<file path="src/hw/ardm_pkg.sv">
/*
 Shared constants and carrier types for the conversion result modification block.
 Assumes a converter core that presents one 12-bit result with a target register index.
*/
package ardm_pkg;
  localparam int unsigned NUM_REGS   = 16;
  localparam int unsigned IDX_W      = 4;
  localparam int unsigned CONV_W     = 12;
  localparam int unsigned RES_W      = 16;
  localparam int unsigned ADDR_W     = 8;
  localparam int unsigned DATA_W     = 32;

  // Register map, one word per register; control y at CTRL_BASE + 4*y, result y at RES_BASE + 4*y
  localparam logic [ADDR_W-1:0] CTRL_BASE    = 8'h00;
  localparam logic [ADDR_W-1:0] RES_BASE     = 8'h40;
  localparam logic [ADDR_W-1:0] STATUS_OFS   = 8'h80;
  localparam logic [ADDR_W-1:0] MASK_OFS     = 8'h84;
  localparam logic [ADDR_W-1:0] FLT_INIT_OFS = 8'h88;

  // Control register fields
  localparam int unsigned RED_LSB  = 0;
  localparam int unsigned MODE_LSB = 4;
  // Result register read-back fields
  localparam int unsigned CNT_LSB   = 16;
  localparam int unsigned VALID_BIT = 20;

  localparam logic [1:0] MODE_REDUCE = 2'h0;
  localparam logic [1:0] MODE_FILTER = 2'h1;
  localparam logic [3:0] RED_NONE    = 4'h0;
  localparam logic [3:0] IIR_A2B2    = 4'he;
  localparam logic [3:0] IIR_A3B4    = 4'hf;
  localparam logic [5:0] CTRL_RESET  = 6'h00;
  localparam int unsigned FILT_REG_LO = 7;
  localparam int unsigned FILT_REG_HI = 15;

  typedef struct packed {
    logic [1:0] modification_mode_field;
    logic [3:0] reduction_control_field;
  } ardm_ctrl_t;

  typedef struct packed {
    logic [IDX_W-1:0]  idx;
    logic [CONV_W-1:0] data;
  } ardm_conv_t;

  typedef struct packed {
    logic [1:0] a;
    logic [1:0] b;
    logic [1:0] c;
  } ardm_coef_t;
endpackage

</file>
<file path="src/hw/ardm_filter.sv">
/*
 Filter arithmetic for one filtering-capable result register.
 Assumes the caller holds the history and applies the result on the same cycle.
*/
`timescale 1ns/100ps
module ardm_filter
  import ardm_pkg::*;
(
  input  wire logic [3:0]        code,
  input  wire logic [CONV_W-1:0] x0,
  input  wire logic [CONV_W-1:0] x1,
  input  wire logic [CONV_W-1:0] x2,
  input  wire logic [RES_W-1:0]  y_prev,
  output logic      [RES_W-1:0]  y
);
  ardm_coef_t cf;
  logic [RES_W+2:0] acc;

  always_comb begin
    unique case (code)
      4'h0: cf = '{a: 2'd2, b: 2'd1, c: 2'd0};
      4'h1: cf = '{a: 2'd1, b: 2'd2, c: 2'd0};
      4'h2: cf = '{a: 2'd2, b: 2'd0, c: 2'd1};
      4'h3: cf = '{a: 2'd1, b: 2'd1, c: 2'd1};
      4'h4: cf = '{a: 2'd1, b: 2'd0, c: 2'd2};
      4'h5: cf = '{a: 2'd3, b: 2'd1, c: 2'd0};
      4'h6: cf = '{a: 2'd2, b: 2'd2, c: 2'd0};
      4'h7: cf = '{a: 2'd1, b: 2'd3, c: 2'd0};
      4'h8: cf = '{a: 2'd3, b: 2'd0, c: 2'd1};
      4'h9: cf = '{a: 2'd2, b: 2'd1, c: 2'd1};
      4'ha: cf = '{a: 2'd1, b: 2'd2, c: 2'd1};
      4'hb: cf = '{a: 2'd2, b: 2'd0, c: 2'd2};
      4'hc: cf = '{a: 2'd1, b: 2'd1, c: 2'd2};
      4'hd: cf = '{a: 2'd1, b: 2'd0, c: 2'd3};
      4'he: cf = '{a: 2'd2, b: 2'd2, c: 2'd0};
      4'hf: cf = '{a: 2'd3, b: 2'd0, c: 2'd0};
    endcase
  end

  always_comb begin
    if (code == IIR_A2B2) begin
      // y = (2*y_prev)/4 + 2*x: steady state 4*x
      acc = 19'({y_prev, 1'b0} >> 2) + 19'({x0, 1'b0});
    end else if (code == IIR_A3B4) begin
      // y = (3*y_prev)/4 + x: steady state 4*x
      acc = 19'((19'(y_prev) * 19'd3) >> 2) + 19'(x0);
    end else begin
      // Gain equals the coefficient sum, never scaled back
      acc = 19'(cf.a) * 19'(x0) + 19'(cf.b) * 19'(x1) + 19'(cf.c) * 19'(x2);
    end
  end

  assign y = acc[RES_W-1:0];
endmodule

</file>
<file path="src/hw/ardm_top.sv">
/*
 Conversion result modification stage: per-register accumulation, FIR/IIR filtering on registers 7 and 15 only,
 with a plain register port and one level interrupt.
 Assumes conversion results arrive on ref_clk as one-cycle strobes from the converter core.
*/
// The register addresses and the strobed register port were decided locally.
`timescale 1ns/100ps
module ardm_top
  import ardm_pkg::*;
(
  input  wire logic              ref_clk,
  input  wire logic              reset,
  input  wire logic              conv_valid,
  input  wire ardm_conv_t        conv,
  input  wire logic [ADDR_W-1:0] addr,
  input  wire logic [DATA_W-1:0] wdata,
  input  wire logic              wr,
  input  wire logic              rd,
  output logic      [DATA_W-1:0] rdata,
  output logic                   irq
);
  ardm_ctrl_t              result_control_register [NUM_REGS];
  logic [RES_W-1:0]        conversion_result_register [NUM_REGS];
  logic [3:0]              remaining_accumulation_counter [NUM_REGS];
  logic [NUM_REGS-1:0]     result_valid_flag;
  logic [NUM_REGS-1:0]     status;
  logic [NUM_REGS-1:0]     mask;
  logic [CONV_W-1:0]       hist1 [2];
  logic [CONV_W-1:0]       hist2 [2];
  logic [RES_W-1:0]        filt_y [2];
  logic [NUM_REGS-1:0]     event_set;
  logic [NUM_REGS-1:0]     rd_clear;
  logic [1:0]              hist_init;

  wire logic [3:0] wr_idx = addr[5:2];
  wire logic       wr_ctrl = wr && addr[7:6] == CTRL_BASE[7:6];
  wire logic       rd_res  = rd && addr[7:6] == RES_BASE[7:6];

  // Only registers 7 and 15 carry filter hardware; elsewhere mode 01 reduces
  function automatic logic filt_slot(input logic [3:0] i);
    filt_slot = (i == 4'(FILT_REG_LO)) || (i == 4'(FILT_REG_HI));
  endfunction

  genvar f;
  generate
    for (f = 0; f < 2; f++) begin : g_filt
      localparam int unsigned RI = f ? FILT_REG_HI : FILT_REG_LO;
      ardm_filter u_filter (
        .code   (result_control_register[RI].reduction_control_field),
        .x0     (conv.data),
        .x1     (hist1[f]),
        .x2     (hist2[f]),
        .y_prev (conversion_result_register[RI]),
        .y      (filt_y[f])
      );

      // History holds the two previous raw results; writing a one to its bit of the init register zeroes it
      always_ff @(posedge ref_clk) begin
        if (reset || hist_init[f]) begin
          hist1[f] <= '0;
          hist2[f] <= '0;
        end else if (conv_valid && conv.idx == 4'(RI)) begin
          hist1[f] <= conv.data;
          hist2[f] <= hist1[f];
        end
      end
    end
  endgenerate

  assign hist_init = (wr && addr == FLT_INIT_OFS) ? wdata[1:0] : 2'b00;

  genvar r;
  generate
    for (r = 0; r < NUM_REGS; r++) begin : g_reg
      localparam int unsigned FI = (r == FILT_REG_HI) ? 1 : 0;
      wire logic hit    = conv_valid && conv.idx == 4'(r);
      wire ardm_ctrl_t cr = result_control_register[r];
      wire logic filt   = cr.modification_mode_field == MODE_FILTER && filt_slot(4'(r));
      wire logic fresh  = remaining_accumulation_counter[r] == 4'h0;

      always_ff @(posedge ref_clk) begin
        if (reset) begin
          result_control_register[r] <= CTRL_RESET;
        end else if (wr_ctrl && addr[5:2] == 4'(r)) begin
          result_control_register[r] <= wdata[MODE_LSB+1:RED_LSB];
        end
      end

      always_ff @(posedge ref_clk) begin
        if (reset) begin
          conversion_result_register[r]     <= '0;
          remaining_accumulation_counter[r] <= 4'h0;
        end else if (reset == 1'b0 && filt && hist_init[FI]) begin
          conversion_result_register[r]     <= '0;
        end else if (hit && filt) begin
          conversion_result_register[r]     <= filt_y[FI];
        end else if (hit) begin
          if (fresh) begin
            // New sequence starts from the bare result; counter loads the code
            conversion_result_register[r]     <= RES_W'(conv.data);
            remaining_accumulation_counter[r] <= cr.reduction_control_field;
          end else begin
            // 16 x 4095 fits in 16 bits, so the raw sum never wraps
            conversion_result_register[r]     <= conversion_result_register[r] + RES_W'(conv.data);
            remaining_accumulation_counter[r] <= remaining_accumulation_counter[r] - 4'h1;
          end
        end
      end

      // Event on every filtered result; when reducing, only once the counter is at zero after this result
      assign event_set[r] = hit && (filt || (fresh ? cr.reduction_control_field == RED_NONE
                                                   : remaining_accumulation_counter[r] == 4'h1));
      assign rd_clear[r]  = rd_res && addr[5:2] == 4'(r);

      // Valid set wins over a same-cycle read clear
      always_ff @(posedge ref_clk) begin
        if (reset) begin
          result_valid_flag[r] <= 1'b0;
        end else if (event_set[r]) begin
          result_valid_flag[r] <= 1'b1;
        end else if (rd_clear[r] || (hit && fresh)) begin
          result_valid_flag[r] <= 1'b0;
        end
      end

      always_ff @(posedge ref_clk) begin
        if (reset) begin
          status[r] <= 1'b0;
        end else if (event_set[r]) begin
          status[r] <= 1'b1;
        end else if (wr && addr == STATUS_OFS && wdata[r]) begin
          status[r] <= 1'b0;
        end
      end
    end
  endgenerate

  always_ff @(posedge ref_clk) begin
    if (reset) begin
      mask <= '0;
    end else if (wr && addr == MASK_OFS) begin
      mask <= wdata[NUM_REGS-1:0];
    end
  end

  always_ff @(posedge ref_clk) begin
    if (reset) begin
      irq <= 1'b0;
    end else begin
      irq <= |(status & mask);
    end
  end

  // Read data one cycle after the strobe, zero otherwise; unmapped reads return zero
  always_ff @(posedge ref_clk) begin
    if (reset || !rd) begin
      rdata <= '0;
    end else if (addr[7:6] == CTRL_BASE[7:6]) begin
      rdata <= DATA_W'(result_control_register[wr_idx]);
    end else if (addr[7:6] == RES_BASE[7:6]) begin
      rdata <= DATA_W'({result_valid_flag[wr_idx], remaining_accumulation_counter[wr_idx],
                        conversion_result_register[wr_idx]});
    end else if (addr == STATUS_OFS) begin
      rdata <= DATA_W'(status);
    end else if (addr == MASK_OFS) begin
      rdata <= DATA_W'(mask);
    end else begin
      rdata <= '0;
    end
  end

  // Fixed register picks keep each check cheap; the bench steers results to these registers
  a_irq_follows: assert property (
    @(posedge ref_clk) disable iff (reset)
    |(status & mask)
    |=> irq)
    else $error("irq not raised");

  a_irq_low: assert property (
    @(posedge ref_clk) disable iff (reset)
    !(|(status & mask))
    |=> !irq)
    else $error("irq raised without cause");

  a_reduce_last: assert property (
    @(posedge ref_clk) disable iff (reset)
    event_set[0] && result_control_register[0].modification_mode_field == MODE_REDUCE
    |=> result_valid_flag[0] && remaining_accumulation_counter[0] == 4'h0)
    else $error("reduction event before count done");

  a_no_early_event: assert property (
    @(posedge ref_clk) disable iff (reset)
    remaining_accumulation_counter[0] > 4'h1
    |-> !event_set[0])
    else $error("event before count exhausted");

  a_valid_set: assert property (
    @(posedge ref_clk) disable iff (reset)
    event_set[3]
    |=> result_valid_flag[3])
    else $error("valid not set");

  a_valid_read_clr: assert property (
    @(posedge ref_clk) disable iff (reset)
    rd_clear[3] && !event_set[3]
    |=> !result_valid_flag[3])
    else $error("valid not cleared by read");

  a_valid_new_seq: assert property (
    @(posedge ref_clk) disable iff (reset)
    conv_valid && conv.idx == 4'h0 && remaining_accumulation_counter[0] == 4'h0
    && result_control_register[0].reduction_control_field != RED_NONE
    |=> !result_valid_flag[0])
    else $error("valid kept at sequence start");

  a_status_clear: assert property (
    @(posedge ref_clk) disable iff (reset)
    wr && addr == STATUS_OFS && wdata[3] && !event_set[3]
    |=> !status[3])
    else $error("status not cleared");

  a_status_sticky: assert property (
    @(posedge ref_clk) disable iff (reset)
    status[3] && !(wr && addr == STATUS_OFS)
    |=> status[3])
    else $error("status lost");

  a_filt_slot_only: assert property (
    @(posedge ref_clk) disable iff (reset)
    conv_valid && conv.idx == 4'h3 && result_control_register[3].modification_mode_field == MODE_FILTER
    && remaining_accumulation_counter[3] == 4'h0
    |=> conversion_result_register[3] == RES_W'($past(conv.data)))
    else $error("filter on plain reg");

  a_direct_store: assert property (
    @(posedge ref_clk) disable iff (reset)
    conv_valid && conv.idx == 4'h2 && result_control_register[2] == CTRL_RESET
    |=> conversion_result_register[2] == RES_W'($past(conv.data)) && status[2])
    else $error("direct store wrong");

  a_count_load: assert property (
    @(posedge ref_clk) disable iff (reset)
    conv_valid && conv.idx == 4'h0 && result_control_register[0] == 6'h0f
    && remaining_accumulation_counter[0] == 4'h0
    |=> remaining_accumulation_counter[0] == 4'hf)
    else $error("sixteen count not loaded");

  a_count_dec: assert property (
    @(posedge ref_clk) disable iff (reset)
    conv_valid && conv.idx == 4'h0 && remaining_accumulation_counter[0] != 4'h0
    |=> remaining_accumulation_counter[0] == $past(remaining_accumulation_counter[0]) - 4'h1)
    else $error("count not decremented");

  a_sum_add: assert property (
    @(posedge ref_clk) disable iff (reset)
    conv_valid && conv.idx == 4'h0 && remaining_accumulation_counter[0] != 4'h0
    |=> conversion_result_register[0] == $past(conversion_result_register[0]) + RES_W'($past(conv.data)))
    else $error("raw sum wrong");

  a_ctrl_write: assert property (
    @(posedge ref_clk) disable iff (reset)
    wr && addr == 8'h1c
    |=> result_control_register[7] == $past(wdata[5:0]))
    else $error("control write lost");

  a_fir_result: assert property (
    @(posedge ref_clk) disable iff (reset)
    conv_valid && conv.idx == 4'h7 && result_control_register[7] == 6'h13
    |=> conversion_result_register[7] == RES_W'($past(conv.data)) + RES_W'($past(hist1[0]))
        + RES_W'($past(hist2[0])))
    else $error("fir 1,1,1 wrong");

  a_fir_gain3: assert property (
    @(posedge ref_clk) disable iff (reset)
    conv_valid && conv.idx == 4'hf && result_control_register[15] == 6'h10 && !hist_init[1]
    |=> conversion_result_register[15] == (RES_W'($past(conv.data)) << 1) + RES_W'($past(hist1[1])))
    else $error("fir 2,1,0 wrong");

  a_fir_gain4: assert property (
    @(posedge ref_clk) disable iff (reset)
    conv_valid && conv.idx == 4'hf && result_control_register[15] == 6'h16 && !hist_init[1]
    |=> conversion_result_register[15] == (RES_W'($past(conv.data)) << 1) + (RES_W'($past(hist1[1])) << 1))
    else $error("fir 2,2,0 wrong");

  a_iir_a2b2: assert property (
    @(posedge ref_clk) disable iff (reset)
    conv_valid && conv.idx == 4'h7 && result_control_register[7] == 6'h1e && !hist_init[0]
    |=> conversion_result_register[7] == ($past(conversion_result_register[7]) >> 1) + (RES_W'($past(conv.data)) << 1))
    else $error("iir 2,2 wrong");

  a_iir_a3b4: assert property (
    @(posedge ref_clk) disable iff (reset)
    conv_valid && conv.idx == 4'hf && result_control_register[15] == 6'h1f && !hist_init[1]
    |=> conversion_result_register[15] == RES_W'((18'($past(conversion_result_register[15])) * 18'd3) >> 2)
        + RES_W'($past(conv.data)))
    else $error("iir 3,4 wrong");

  a_filt_14bit: assert property (
    @(posedge ref_clk) disable iff (reset)
    conv_valid && conv.idx == 4'h7 && result_control_register[7].modification_mode_field == MODE_FILTER
    && conversion_result_register[7][15:14] == 2'b00 && !hist_init[0]
    |=> conversion_result_register[7][15:14] == 2'b00)
    else $error("filtered value above 14 bits");

  a_hist_shift: assert property (
    @(posedge ref_clk) disable iff (reset)
    conv_valid && conv.idx == 4'h7 && !hist_init[0]
    |=> hist1[0] == $past(conv.data) && hist2[0] == $past(hist1[0]))
    else $error("history not shifted");

  a_hist_init: assert property (
    @(posedge ref_clk) disable iff (reset)
    hist_init[1]
    |=> hist1[1] == '0 && hist2[1] == '0)
    else $error("history not cleared");

  a_res_init: assert property (
    @(posedge ref_clk) disable iff (reset)
    hist_init[0] && result_control_register[7].modification_mode_field == MODE_FILTER
    |=> conversion_result_register[7] == '0)
    else $error("filtered result not cleared");

  a_rdata_idle: assert property (
    @(posedge ref_clk) disable iff (reset)
    !rd
    |=> rdata == '0)
    else $error("read data without strobe");

  // Main scenarios
  c_irq: cover property (@(posedge ref_clk) irq);
  c_sum_done: cover property (@(posedge ref_clk) event_set[0] && remaining_accumulation_counter[0] == 4'h1);
  c_filter: cover property (@(posedge ref_clk) event_set[15] && result_control_register[15] == 6'h1f);
  c_iir_low: cover property (@(posedge ref_clk) event_set[7] && result_control_register[7] == 6'h1e);
  c_restart: cover property (@(posedge ref_clk) conv_valid && conv.idx == 4'h0 && result_control_register[0] == 6'h0f);
endmodule

</file>
<file path="config.mk">
export PLATFORM = sky130hd
export DESIGN_NAME = ardm_top
export DESIGN_NICKNAME = d
export VERILOG_FILES = /design/src/hw/ardm_pkg.sv /design/src/hw/ardm_filter.sv /design/src/hw/ardm_top.sv
export SDC_FILE = /design/constraint.sdc
export NUM_CORES = 2
export LEC_CHECK = 0
export ABC_CLOCK_PERIOD_IN_PS = 5000
export BUFFER_PORTS_ARGS = -buffer_cell sky130_fd_sc_hd__buf_2
export CAP_MARGIN = 20
export CORE_MARGIN = 1.5
export CORE_UTILIZATION = 30
export CTS_CLUSTER_SIZE = 20
export DETAILED_ROUTE_END_ITERATION = 16
export PLACE_DENSITY = 0.49
export SLEW_MARGIN = 20
export SYNTH_ARGS = -nofsm -noshare
export SYNTH_HDL_FRONTEND = slang
export SYNTH_HIERARCHICAL = 1
export SYNTH_SLANG_ARGS = --single-unit
</file>
<file path="constraint.sdc">
create_clock -name ref_clk -period 5 [get_ports ref_clk]
set_input_delay 1 -clock ref_clk [delete_from_list [all_inputs] [get_ports ref_clk]]
set_output_delay 1 -clock ref_clk [all_outputs]
set_load 0.005 [all_outputs]
</file>
Word level (Yosys, flattened, before mapping) --
Memories as Yosys holds them, arrays and structs flattened. Cells that the tools add are included.
Storage, ports and cells: memories 7, input bits 61, bits in writable memories 464, bits in registers 81, ROM bits 192, output and inout bits 33
Operators by class: equal/unequal tests 56, bitwise logic cells 90, multipliers 8, $add $sub $neg 40, muxes and demuxes 389, reduce and logical (&&, ||, !) cells 199, $lt $le $gt $ge 1
Memories:
- conversion_result_register | words 16, bits a word 16, rd ports 17, clocked after Yosys merged registers in 0, wr ports 16, line ardm_top.sv:23 | logic [RES_W-1:0] conversion_result_register [NUM_REGS];
- (no name shown) | words 16, bits a word 6, rd ports 1, clocked after Yosys merged registers in 0, wr ports 0, line ardm_filter.sv:20 | unique case (code)
- (no name shown) | words 16, bits a word 6, rd ports 1, clocked after Yosys merged registers in 0, wr ports 0, line ardm_filter.sv:20
- result_control_register | words 16, bits a word 6, rd ports 17, clocked after Yosys merged registers in 0, wr ports 16, line ardm_top.sv:22 | ardm_ctrl_t result_control_register [NUM_REGS];
- remaining_accumulation_counter | words 16, bits a word 4, rd ports 17, clocked after Yosys merged registers in 0, wr ports 16, line ardm_top.sv:24 | logic [3:0] remaining_accumulation_counter [NUM_REGS];
- hist1 | words 2, bits a word 12, rd ports 2, clocked after Yosys merged registers in 0, wr ports 2, line ardm_top.sv:28 | logic [CONV_W-1:0] hist1 [2];
- +1 memories
Operators by type and width (count):
- 2-to-1 mux 16 bit | 42
- 2-to-1 mux 1 bit | 291
- adder 16 x 12 -> 16 bit | 18
- zero test 4 bit | 34
- 2-to-1 mux 4 bit | 32
- logical AND 1 bit | 107
- 2-to-1 mux 6 bit | 17
- bitwise OR 1 bit | 88
- multiplier 2 x 12 -> 14 bit | 6
- equality test 4 bit, second input constant | 20
- equality test 4 x 1 -> 1 bit, second input constant | 18
- nonzero test 2 bit | 32
- subtractor 4 x 1 -> 4 bit, second input constant | 16
- 2-to-1 mux 12 bit | 4
- multiplier 16 x 2 -> 18 bit, second input constant | 2
- adder 15 x 13 -> 16 bit | 2
- adder 15 x 14 -> 16 bit | 2
- equality test 4 x 3 -> 1 bit, second input constant | 8
- adder 14 x 14 -> 15 bit | 2
- equality test 8 bit, second input constant | 3
- logical OR 1 bit | 21
- 2-to-1 mux 21 bit | 1
- AND 16 bit | 1
- equality test 4 x 2 -> 1 bit, second input constant | 4
- 10 further kinds | 12

Logic depth before layout (Yosys ltp) --
word-level depth 11, gate-level depth with buffers 27, gate-level depth less buffers 26

Hierarchy --
Netlist, hierarchy kept.
Modules (own cells, without submodules):
- ardm_top | cells an instance 3357, instances 1, area each 35258.8 um^2, seq. area each 15334.7 um^2
- ardm_filter (g_filt[1].u_filter) | cells an instance 603, instances 1, area each 4576.9 um^2, seq. area each 0.0 um^2
- ardm_filter (g_filt[0].u_filter) | cells an instance 578, instances 1, area each 4488.1 um^2, seq. area each 0.0 um^2

Worst setup path before layout --
No wires, ideal clock.
kind reg-to-reg, start point memory result_control_register[15][3] (netlist bit), end point memory conversion_result_register[15][13], data pin, stages on the path, launching flop included 23, arrival 5.127 ns, setup slack -0.390 ns, buffers on the path 3, required time 4.737 ns, period minus slack after synthesis 5.390 ns, path through edfxtp_1 clkbuf_1 buf_1 nor2_1 a21oi_1 clkbuf_1 nor2b_1 fa_1 fa_1 inv_1 fa_1 inv_1 ha_1 a21oi_1 o22ai_1 nor3_1 o31ai_1 o41a_1 xor2_1 a222oi_1 o31ai_1 nand2_1 o21ai_0
RTL lines (line):
- start: declaration | ardm_top.sv:22
- end: declaration | ardm_top.sv:23

==> impl_metrics.py <==
metrics = {
    "pwr": {
        "max-vdd-ir-drop_mv": 0.246,
        "power_density_mw_per_mm2": 296,
        "p_leak_uw": 0.0202,
    },
    "min_path": {
        "min_path_cells": 2,
        "min_to": "result_valid_flag[7]",
        "holdCritPathClass": "reg -> reg",
        "min_from": "result_valid_flag[7]",
    },
    "sta": {
        "slew_violations": 0,
        "finalCritPeriodShare_pct": 105,
        "rsz0062_at_grt": "true",
        "post-route-min-period_ps": 5250,
        "fin_ws_ps": -254,
        "fin_setup_tns_ps": -2470,
        "worst_pin_slew_ps": 1070,
        "setup_viol": 13,
        "holdWs_ps": 466,
        "relSlewSlack_pct": 28.8,
        "finalHoldViolCount": 0,
        "clock_skew_ps": 40.5,
        "fmax_ghz": 0.190,
    },
    "clock_tree": {
        "clk_path_buf_depth": 3,
        "clkTransAtPathRegs_ps": 60,
        "cts_buffers": 71,
        "holdBufCountCts": 0,
        "clk_latency_ps": 680,
        "cts_tree": "built",
        "root_buffer": "clkbuf_16",
        "cts_max_level": 3,
        "numClockSinks": 534,
    },
    "grt": {
        "grt_max_degree": 60,
        "gr-usage-all-layers_pct": 19.1,
        "grt-ovfl-total": 0,
        "grt_pass1_vias": 34700,
        "antenna_found_initial": 15,
        "grt_pass1_wl_mm": 220,
    },
    "setup_path": {
        "timing.rr.start": "result_control_register[15][1]",
        "critPathArrivalTime_ps": 5680,
        "r2r_end": "conversion_result_register[15][15]",
        "crit_fanout": 5,
        "reg2reg_depth": 24,
        "startpoint_type": "flop",
        "cp-end-kind": "flop",
        "worst-setup-path-type": "reg -> reg",
        "reg2reg_slack_ps": -250,
        "required_ps": 5430,
    },
    "logic_synthesis": {
        "ys.flop_type": "edfxtp_1",
        "synth_area_mm2": 0.0443,
        "yosysWarnings": 6,
        "synth_edf_count": 464,
        "synth.avg_cell_area_um2": 9.77,
        "ys_ff_latch": 534,
        "ys_types": 100,
        "ys_async_sr_fraction_pct": 0,
        "ys_seq_area_share_pct": 34.6,
        "synth_cells": 4538,
    },
    "die": {
        "die_h_um": 387,
        "core_mm2": 0.146,
        "rows": 140,
        "io_pins": 94,
        "start_util_pct": 30.3,
        "die_w_um": 387,
        "die-area_mm2": 0.150,
    },
    "drt": {
        "dr.first_iter.drc_count": 2650,
        "wl_met2_mm": 65.9,
        "drt_first_pass_iters": 8,
        "finalWirelength_mm": 146,
        "wl_met3_mm": 7.88,
        "vias": 35600,
        "ant_nets": 0,
        "wl_met1_mm": 68.1,
        "wl_per_cell_um": 21.8,
        "drc": 0,
        "viasPerCell": 5.29,
        "topRoutingLayerUsed": "met5",
    },
    "finish": {
        "drive_above_1_share_pct": 15.7,
        "synthToLayoutAreaGrowth_pct": 16.5,
        "final_cell_mix": "edfxtp_1 (464), nand2_1 (453), o21ai_0 (323)",
        "layout.cells.non_filler": 6726,
        "nFillCells": 14800,
        "fin_area_mm2": 0.0516,
        "final_common_cell": "edfxtp_1",
        "layout.nets": 5268,
    },
    "place": {
        "place_area_mm2": 0.0483,
        "placedCellCount": 6558,
        "hpwl_mm": 113,
        "place_congestion": 0.918,
        "io_buffers": 66,
    },
    "job": {
        "max_cap_violations": 0,
    },
    "status": {
        "violations": "negative setup slack",
        "run_status": "finished, violations left",
    },
}
-- worst max path at each step --
stage	from	endpoint	slack, ps	cells past startpoint
final	result_control_register[15][1]	conversion_result_register[15][15]	-250	24
after CTS	result_control_register[15][0]	conversion_result_register[15][15]	-320	23
after global placement	result_control_register[15][0]	conversion_result_register[15][15]	-670	24
after global routing	result_control_register[15][0]	conversion_result_register[15][13]	-530	23
after floorplan	result_control_register[15][1]	conversion_result_register[15][13]	-200	23
after detailed placement	result_control_register[15][0]	conversion_result_register[15][15]	-730	24
-- where the power goes --
group,internal [uW],leakage [uW],switching (uW),total (uW)
Sequential,5030,0.00528,190,5220
Combinational,2160,0.0138,2610,4770
Clock,3100,0.00114,2190,5290
Total,10300,0.0202,4990,15300
-- metal layers --
metal  up-vias  track usage [%]
met4         6             5.72
li1      17000                -
met2       899             30.2
met5         -                0
met1     17500             26.9
met3       172             2.76
-- cell usage after synthesis, types with 24 or more instances --
library cell  instances  share of area (%)
or3_1                50               0.71
nor2_1              305                2.6
and3_1               71                1.0
o21a_1               52               0.88
inv_1               243                2.1
mux4_2              133                6.8
nand2_1             456                3.9
edfxtp_1            464                 31
a31oi_1              33               0.47
nor4_1               36               0.51
o31ai_1              43               0.73
a22o_1               31               0.61
o211ai_1             27               0.46
and2_1              234                3.3
nor3_1               80               0.90
a21oi_1             278                3.1
a211oi_1             33               0.56
clkbuf_1            135                1.1
xor2_1              146                2.9
o21ai_0             348                3.9
a21o_1               72                1.2
ha_1                348                9.8
nor3b_1              24               0.41
nor2b_1              69               0.97
nand3_1              57               0.64
fa_1                114                5.1
nand2b_1             80                1.1
mux2i_1              37               0.84
xnor2_1             140                2.8
o21bai_1             38               0.64
dfxtp_1              70                3.2
-- through the flow --
step	power [uW]	setup slack, ps	util (%)
global placement	9540	-675	33.0
global route	16100	-526	35.3
finish	15300	-254	35.3
detailed placement	9560	-730	33.0
floorplan	8170	-204	-
CTS	15200	-325	35.1
-- cells by family after synthesis --
kind of cell    share of synthesized area (%)
simple gates                             17.0
compound gates                           16.2
flops                                    34.6
fa+ha+maj                                15.0
buf+inv                                  3.92
xor+xnor                                 5.69
mux                                      7.62
other cells                           0.00846
-- cell type report --
cell class                      count  area, um2  area share (%)
Antenna cell                        6       15.0          0.0291
Clock buffer                       99       1980            3.84
Clock inverter                     32        375           0.727
Inverter                          243        912            1.77
Multi-Input combinational cell   3582      28200            54.6
Sequential cell                   534      15300            29.7
Tap cell                         1917       2400            4.65
Timing Repair Buffer              313       2420            4.69
-- sequential cells by signal, indices dropped and copies added (netlist names) --
register                        count
rdata                              21
status                             16
hist1                              24
result_control_register            96
hist2                              24
result_valid_flag                  16
conversion_result_register        256
remaining_accumulation_counter     64
mask                               16
irq                                 1
-- critical path, cell delays in order (launching register included) --
cell	delay (ps)
edfxtp_1	410
inv_2	120
ha_4	210
mux2_4	290
nand2_4	80
o21ai_4	80
buf_6	140
and2_4	150
fa_1	480
fa_1	560
inv_2	40
fa_1	540
inv_2	50
ha_4	230
inv_1	90
o22ai_4	90
nor3_4	250
o31ai_4	80
buf_4	140
o21a_1	200
o2111a_1	270
a311oi_2	190
o211ai_1	160
nand2_1	100
o21ai_0	80
-- repair_timing --
action                                  4_1_cts  5_1_grt
gates resized for setup                     119       63
buffers inserted                             20       12
endpoints found under the setup margin       17       17
pin swaps                                    77       55
Note: power is estimated with default switching activity, not from simulation.
